===== src/design/scsc_map.vh =====
/*
 Register map, field positions, reset values and codes of the serial
 channel switch configuration bank. Assumes inclusion by bare name.
*/
`ifndef SCSC_MAP_VH
`define SCSC_MAP_VH

// Byte addresses of the switch words and status
`define SCSC_ADDR_CHA_RATE_FRM 8'h00
`define SCSC_ADDR_CHA_PROTO 8'h04
`define SCSC_ADDR_CHB_RATE_FRM 8'h08
`define SCSC_ADDR_CHB_PROTO 8'h0C
`define SCSC_ADDR_STATION 8'h10
`define SCSC_ADDR_CTRL 8'h14
`define SCSC_ADDR_STATUS 8'h18
`define SCSC_ADDR_CHA_EFF 8'h1C
`define SCSC_ADDR_CHB_EFF 8'h20

// Switch word width and reset value (unset)
`define SCSC_WORD_W 16
`define SCSC_WORD_RST 16'h0000

// Transmission setting bit positions in the low byte
`define SCSC_TX_OPER 0
`define SCSC_TX_DBIT 1
`define SCSC_TX_PAR 2
`define SCSC_TX_ODD 3
`define SCSC_TX_STOP 4
`define SCSC_TX_SUM 5
`define SCSC_TX_WRUN 6
`define SCSC_TX_MOD 7

// Protocol code for tool connection
`define SCSC_PROTO_TOOL 16'h0000
// Tool-connection framing: independent, 8 data, parity odd, 1 stop,
// sum check on, write during run allowed (bit 7 taken from the word)
`define SCSC_TOOL_TX 7'h6E
// Rate code forced for a tool-connection channel
`define SCSC_RATE_TOOL 8'h00

// Control register bit: start pulse
`define SCSC_CTRL_START 0

// AXI responses
`define SCSC_RESP_OKAY 2'h0
`define SCSC_RESP_SLVERR 2'h2

`endif


===== src/design/scsc_chan_decode.v =====
/*
 Decoder for one channel: turns the rate/framing word and the protocol
 word into effective settings. Assumes latched, stable inputs.
*/
`timescale 1ns/10ps
`default_nettype none
`include "scsc_map.vh"

module scsc_chan_decode (
  input wire [15:0] rate_frm,
  input wire [15:0] proto,
  output wire [7:0] eff_rate,
  output wire [7:0] eff_tx,
  output wire [7:0] eff_proto,
  output wire char_mask_msb,
  output wire tool_mode
);
  // Unset protocol word selects tool connection
  assign tool_mode = (proto == `SCSC_PROTO_TOOL);
  // Upper byte is rate, lower byte transmission bits
  assign eff_rate = tool_mode ? `SCSC_RATE_TOOL : rate_frm[15:8];
  // Tool mode ignores transmission bits 6:0 and uses fixed framing; bit 7 kept from the word
  assign eff_tx = tool_mode ? {rate_frm[`SCSC_TX_MOD], `SCSC_TOOL_TX}
                            : rate_frm[7:0];
  assign eff_proto = proto[7:0];
  // Seven-bit characters drop the eighth bit
  assign char_mask_msb = ~eff_tx[`SCSC_TX_DBIT];
endmodule
`default_nettype wire


===== src/design/scsc_top.v =====
/*
 Serial channel switch configuration bank with AXI4-Lite slave.
 Assumes a single 125 MHz clock and a well-behaved AXI4-Lite master.
*/
// Operation
// - Word one: rate high, settings low
// - Word three: rate high, settings low
// - Five 16-bit words; protocols, station number
// - Unset interface runs tool-connection mode
// - Tool mode uses fixed default framing
// - Seven-bit characters ignore most significant bit
`timescale 1ns/10ps
`default_nettype none
`include "scsc_map.vh"

module scsc_top (
  input wire aclk,
  input wire aresetn,
  input wire [7:0] s_axi_awaddr,
  input wire s_axi_awvalid,
  output reg s_axi_awready,
  input wire [31:0] s_axi_wdata,
  input wire [3:0] s_axi_wstrb,
  input wire s_axi_wvalid,
  output reg s_axi_wready,
  output reg [1:0] s_axi_bresp,
  output reg s_axi_bvalid,
  input wire s_axi_bready,
  input wire [7:0] s_axi_araddr,
  input wire s_axi_arvalid,
  output reg s_axi_arready,
  output reg [31:0] s_axi_rdata,
  output reg [1:0] s_axi_rresp,
  output reg s_axi_rvalid,
  input wire s_axi_rready,
  output reg started_r,
  output reg [7:0] a_rate_r,
  output reg [7:0] a_tx_r,
  output reg [7:0] a_proto_r,
  output reg a_mask_msb_r,
  output reg [7:0] b_rate_r,
  output reg [7:0] b_tx_r,
  output reg [7:0] b_proto_r,
  output reg b_mask_msb_r,
  output reg [15:0] station_r
);
  // Switch words, software side
  reg [15:0] sw_r [0:4];
  // Latched copies taken at startup
  reg [15:0] lat_r [0:4];
  reg [7:0] awaddr_r;
  reg aw_held_r;
  reg [31:0] wdata_r;
  reg [3:0] wstrb_r;
  reg w_held_r;
  reg start_req_r;
  reg [31:0] rdata_nxt;
  reg rd_ok;
  reg wr_ok;
  wire [7:0] a_rate;
  wire [7:0] a_tx;
  wire [7:0] a_proto;
  wire a_mask;
  wire a_tool;
  wire [7:0] b_rate;
  wire [7:0] b_tx;
  wire [7:0] b_proto;
  wire b_mask;
  wire b_tool;
  wire wr_go;
  wire [2:0] wr_idx;
  integer i;
  integer j;

  // Channel decoders work on the latched words
  scsc_chan_decode u_dec_a (
    .rate_frm(lat_r[0]),
    .proto(lat_r[1]),
    .eff_rate(a_rate),
    .eff_tx(a_tx),
    .eff_proto(a_proto),
    .char_mask_msb(a_mask),
    .tool_mode(a_tool)
  );
  scsc_chan_decode u_dec_b (
    .rate_frm(lat_r[2]),
    .proto(lat_r[3]),
    .eff_rate(b_rate),
    .eff_tx(b_tx),
    .eff_proto(b_proto),
    .char_mask_msb(b_mask),
    .tool_mode(b_tool)
  );

  // Write fires once both address and data are held
  assign wr_go = aw_held_r && w_held_r && !s_axi_bvalid;
  assign wr_idx = awaddr_r[4:2];

  // Decode of write target
  always @* begin
    wr_ok = 1'b0;
    case (awaddr_r)
      `SCSC_ADDR_CHA_RATE_FRM: wr_ok = 1'b1;
      `SCSC_ADDR_CHA_PROTO: wr_ok = 1'b1;
      `SCSC_ADDR_CHB_RATE_FRM: wr_ok = 1'b1;
      `SCSC_ADDR_CHB_PROTO: wr_ok = 1'b1;
      `SCSC_ADDR_STATION: wr_ok = 1'b1;
      `SCSC_ADDR_CTRL: wr_ok = 1'b1;
      default: wr_ok = 1'b0;
    endcase
  end

  // Write channels: accept address and data in any order
  always @(posedge aclk) begin
    if (!aresetn) begin
      aw_held_r <= 1'b0;
      w_held_r <= 1'b0;
      awaddr_r <= 8'h00;
      wdata_r <= 32'h00000000;
      wstrb_r <= 4'h0;
      s_axi_awready <= 1'b0;
      s_axi_wready <= 1'b0;
      s_axi_bvalid <= 1'b0;
      s_axi_bresp <= `SCSC_RESP_OKAY;
    end else begin
      s_axi_awready <= !aw_held_r && !s_axi_awready && !s_axi_bvalid;
      s_axi_wready <= !w_held_r && !s_axi_wready && !s_axi_bvalid;
      if (s_axi_awvalid && s_axi_awready) begin
        aw_held_r <= 1'b1;
        awaddr_r <= s_axi_awaddr;
        s_axi_awready <= 1'b0;
      end
      if (s_axi_wvalid && s_axi_wready) begin
        w_held_r <= 1'b1;
        wdata_r <= s_axi_wdata;
        wstrb_r <= s_axi_wstrb;
        s_axi_wready <= 1'b0;
      end
      if (wr_go) begin
        aw_held_r <= 1'b0;
        w_held_r <= 1'b0;
        s_axi_bvalid <= 1'b1;
        s_axi_bresp <= wr_ok ? `SCSC_RESP_OKAY : `SCSC_RESP_SLVERR;
      end else if (s_axi_bvalid && s_axi_bready) begin
        s_axi_bvalid <= 1'b0;
      end
    end
  end

  // Switch word storage, 16 bits each, two byte lanes
  always @(posedge aclk) begin
    if (!aresetn) begin
      for (i = 0; i < 5; i = i + 1) begin
        sw_r[i] <= `SCSC_WORD_RST;
      end
    end else if (wr_go && wr_ok && wr_idx < 3'h5) begin
      if (wstrb_r[0]) begin
        sw_r[wr_idx][7:0] <= wdata_r[7:0];
      end
      if (wstrb_r[1]) begin
        sw_r[wr_idx][15:8] <= wdata_r[15:8];
      end
    end
  end

  // Start request pulse from the control register
  always @(posedge aclk) begin
    if (!aresetn) begin
      start_req_r <= 1'b0;
    end else begin
      start_req_r <= wr_go && (awaddr_r == `SCSC_ADDR_CTRL) &&
        wstrb_r[0] && wdata_r[`SCSC_CTRL_START];
    end
  end

  // Latch words once at startup; later words stay unapplied and reset clears them
  always @(posedge aclk) begin
    if (!aresetn) begin
      started_r <= 1'b0;
      for (j = 0; j < 5; j = j + 1) begin
        lat_r[j] <= `SCSC_WORD_RST;
      end
    end else if (start_req_r && !started_r) begin
      started_r <= 1'b1;
      for (j = 0; j < 5; j = j + 1) begin
        lat_r[j] <= sw_r[j];
      end
    end
  end

  // Effective settings registered onto outputs
  always @(posedge aclk) begin
    if (!aresetn) begin
      a_rate_r <= 8'h00;
      a_tx_r <= 8'h00;
      a_proto_r <= 8'h00;
      a_mask_msb_r <= 1'b0;
      b_rate_r <= 8'h00;
      b_tx_r <= 8'h00;
      b_proto_r <= 8'h00;
      b_mask_msb_r <= 1'b0;
      station_r <= 16'h0000;
    end else begin
      a_rate_r <= a_rate;
      a_tx_r <= a_tx;
      a_proto_r <= a_proto;
      a_mask_msb_r <= a_mask;
      b_rate_r <= b_rate;
      b_tx_r <= b_tx;
      b_proto_r <= b_proto;
      b_mask_msb_r <= b_mask;
      station_r <= lat_r[4];
    end
  end

  // Read decode; status shows startup and tool-mode flags
  always @* begin
    rdata_nxt = 32'h00000000;
    rd_ok = 1'b1;
    case (s_axi_araddr)
      `SCSC_ADDR_CHA_RATE_FRM: rdata_nxt = {16'h0000, sw_r[0]};
      `SCSC_ADDR_CHA_PROTO: rdata_nxt = {16'h0000, sw_r[1]};
      `SCSC_ADDR_CHB_RATE_FRM: rdata_nxt = {16'h0000, sw_r[2]};
      `SCSC_ADDR_CHB_PROTO: rdata_nxt = {16'h0000, sw_r[3]};
      `SCSC_ADDR_STATION: rdata_nxt = {16'h0000, sw_r[4]};
      `SCSC_ADDR_CTRL: rdata_nxt = 32'h00000000;
      `SCSC_ADDR_STATUS: rdata_nxt = {29'h00000000, b_tool, a_tool, started_r};
      `SCSC_ADDR_CHA_EFF: rdata_nxt = {7'h00, a_mask, a_proto, a_rate, a_tx};
      `SCSC_ADDR_CHB_EFF: rdata_nxt = {7'h00, b_mask, b_proto, b_rate, b_tx};
      default: rd_ok = 1'b0;
    endcase
  end

  // Read channel: one read at a time
  always @(posedge aclk) begin
    if (!aresetn) begin
      s_axi_arready <= 1'b0;
      s_axi_rvalid <= 1'b0;
      s_axi_rdata <= 32'h00000000;
      s_axi_rresp <= `SCSC_RESP_OKAY;
    end else begin
      s_axi_arready <= !s_axi_arready && !s_axi_rvalid;
      if (s_axi_arvalid && s_axi_arready) begin
        s_axi_arready <= 1'b0;
        s_axi_rvalid <= 1'b1;
        s_axi_rdata <= rdata_nxt;
        s_axi_rresp <= rd_ok ? `SCSC_RESP_OKAY : `SCSC_RESP_SLVERR;
      end else if (s_axi_rvalid && s_axi_rready) begin
        s_axi_rvalid <= 1'b0;
      end
    end
  end
endmodule
`default_nettype wire


===== config.mk =====
export PLATFORM = sky130hd
export DESIGN_NAME = scsc_top
export DESIGN_NICKNAME = d
export VERILOG_FILES = /design/src/design/scsc_chan_decode.v /design/src/design/scsc_top.v
export VERILOG_INCLUDE_DIRS = /design/src /design/src/design
export SDC_FILE = /design/constraint.sdc
export NUM_CORES = 1
export LEC_CHECK = 0
export BUFFER_PORTS_ARGS = -buffer_cell sky130_fd_sc_hd__clkbuf_2
export CAP_MARGIN = 20
export CORE_ASPECT_RATIO = 0.5
export CORE_MARGIN = 8
export CORE_UTILIZATION = 42
export CTS_BUF_LIST = sky130_fd_sc_hd__clkbuf_4
export DETAILED_ROUTE_END_ITERATION = 7
export PLACE_DENSITY = 0.68
export REMOVE_ABC_BUFFERS = 1
export SETUP_SLACK_MARGIN = 0.15
export SYNTH_ARGS = -nofsm -noshare
export SYNTH_HDL_FRONTEND = slang
export SYNTH_HIERARCHICAL = 1
export SYNTH_SLANG_ARGS = --single-unit

===== constraint.sdc =====
create_clock -name aclk -period 7.05 [get_ports aclk]
set_input_delay 0.705 -clock aclk [delete_from_list [all_inputs] [get_ports aclk]]
set_output_delay 0.705 -clock aclk [all_outputs]
set_load 0.02 [all_outputs]

==> flow_summary.json <==
{
  "ir_drop_uv": 84.6,
  "synth_cell_types": 53,
  "cp_slowest_cell": "nor4_4",
  "drc_errors": 0,
  "htreeDepth": 3,
  "skew_ns": 0.0386,
  "final_cell_mix": "and2_1 (229), edfxtp_1 (160), clkbuf_2 (139)",
  "ys_seq_area_frac": 0.619,
  "synth-simple-area-share": 0.210,
  "pre_cts_ws_ns": 3.49,
  "critPathCaptureType": "flip-flop",
  "cts_resized": 0,
  "p_leak_nw": 5.45,
  "setup_viol": 0,
  "yosys_register_bits": 288,
  "fin_crit_sh": 0.413,
  "grt_use_total": 0.177,
  "io_buffer_count": 139,
  "cts.path.max_buffers": 3,
  "hold_viol": 0,
  "clkLatencyLatePin_ns": 0.68,
  "fmax_mhz": 343,
  "dieWidth_um": 254,
  "async_flop_share": 0,
  "cp_max_fo": 17,
  "max-slew-margin-rel": 0.184,
  "cts.clk_slew.worst_paths_ns": 0.07,
  "hpwl_um": 21800,
  "place.gp.congestion": 0.878,
  "layout.nets": 1183,
  "fp-row-count": 43,
  "die_area_um2": 34300,
  "grt_pass1_vias": 8110,
  "ant_nets": 0,
  "ys.flop_type": "edfxtp_1",
  "grt_pass1_wl_um": 46800,
  "synth_xor_area_frac": 0,
  "syn_area_per_cell_um2": 12.0,
  "holdWs_ns": 0.276,
  "ys.warnings.count": 6,
  "io_pins": 167,
  "netlist_area_um2": 11900,
  "final.setup.tns_ns": 0,
  "synth_adder_area_share": 0,
  "critical-path-max-stage-delay_ns": 1.05,
  "holdBufCountCts": 0,
  "syn_inst": 991,
  "synth_edf_count": 160,
  "powerDensity_nw_per_um2": 250,
  "crit_family": "simple AND/OR/NAND/NOR gates",
  "via_per_inst": 5.19,
  "layout_commonest_cell": "and2_1",
  "cts_sinks": 288,
  "antenna_found_initial": 1,
  "coreArea_um2": 27800,
  "synth.area.mux_share": 0.0306,
  "cts_made_buffers": 67,
  "dr.first_iter.drc_count": 633,
  "drive_gt1_frac": 0.251,
  "first_pass_iters": 5,
  "synth-compound-area-share": 0.0888,
  "cts_root_buf": "clkbuf_4",
  "drv_cap": 0,
  "crit_type": "flip-flop to flip-flop",
  "die-height_um": 135,
  "status": "finished clean",
  "power.total_mw": 3.41,
  "worst_pin_slew_ns": 1.21,
  "grt_start_max_net_pins": 81,
  "vias": 8084,
  "setup_slack_ns": 4.14,
  "initial_core_util": 0.429,
  "path_buf_inv": 0,
  "syn_to_final_growth_pct": 14.9,
  "rsz0062_at_grt": "false",
  "cp_cell_sequence": "nor4_4, a41oi_1, mux2_2, a22o_1, a221oi_1, o21ai_0",
  "drt-total-wl_um": 31200,
  "cp.required_ns": 7.57,
  "postCtsSetupBuffers": 0,
  "globalRouteOverflowTotal": 0,
  "synth_top_family_by_area": "simple AND/OR/NAND/NOR gates",
  "min_path_type": "primary input to flip-flop",
  "crit_path_start_kind": "flip-flop",
  "crit_arrival_ns": 3.43,
  "period_minus_slack_ns": 2.91,
  "cts_tree": "yes",
  "slew_violations": 0,
  "wl_per_cell_um": 20.0,
  "r2r_slack_ns": 4.14
}
[registers in the layout, indices dropped and copies added (netlist names), 2 cells and up]
register / cells
a_proto_r: 8
a_rate_r: 8
a_tx_r: 8
awaddr_r: 8
b_proto_r: 8
b_rate_r: 8
b_tx_r: 8
lat_r: 80
s_axi_rdata: 25
station_r: 16
sw_r: 80
wdata_r: 16
wstrb_r: 2
[layout make-up]
class                           instances  area [µm²]
Sequential cell                       288        7370
Tap cell                              382         478
Timing Repair Buffer                  151         837
Clock buffer                          110         826
Clock inverter                         11        45.0
Multi-Input combinational cell        594        4040
Antenna cell                            1        2.50
Fill cell                            2534       14100
Inverter                               22        82.6
[cells by family after synthesis]
logic type | count (synthesis)
compound gates | 138
flops | 288
mux | 31
simple gates | 416
other cells | 1
buf+inv | 117
[worst register-to-register path: cells and delay by family (launching register included)]
family	cells	cell delay, ns
flops	1	0.47
compound gates	4	0.88
mux	1	0.37
simple gates	1	1.06
[cells in the mapped netlist (12+ instances only)]
master / n / area [µm²]
and2_1: 229 / 1430
edfxtp_1: 160 / 4800
dfxtp_1: 128 / 2560
nand2_1: 75 / 282
clkbuf_1: 42 / 158
buf_4: 32 / 240
a21boi_0: 28 / 210
mux2i_1: 24 / 240
a41oi_1: 22 / 193
inv_1: 22 / 82.6
buf_2: 16 / 80.1
nand3b_1: 16 / 120
nor3_1: 16 / 80.1
o21ai_1: 15 / 75.1
nand2b_1: 14 / 87.6
and3_1: 12 / 75.1
[final timing paths]
check	from	to	cells after the start
max	lat_r[1][0]	s_axi_rdata[0]	6
min	s_axi_wdata[10]	wdata_r[10]	3
max reg2reg	lat_r[1][0]	s_axi_rdata[0]	6
min reg2reg	lat_r[4][4]	station_r[4]	1
[power by group]
| part | switching (mW) | total [mW] | internal (mW) | leakage, nW |
|---|---|---|---|---|
| Sequential | 0.0449 | 1.87 | 1.82 | 2.70 |
| Combinational | 0.130 | 0.195 | 0.0646 | 2.21 |
| Clock | 0.646 | 1.35 | 0.706 | 0.536 |
[through the flow]
step | util | cell area, µm² | cells
floorplan | - | 11400 | 904
global placement | 0.458 | 12700 | 1433
detailed placement | 0.460 | 12800 | 1436
CTS | 0.491 | 13600 | 1557
global route | 0.493 | 13700 | 1559
finish | 0.493 | 13700 | 1559
[layer usage]
layer	part of all wire	global-route usage	vias up
met5	0	0	-
met4	0.027	0.0671	0
met3	0.10	0.0652	73
met2	0.45	0.272	380
met1	0.42	0.227	3830
li1	-	-	3801
(Power assumes the default switching activity.)
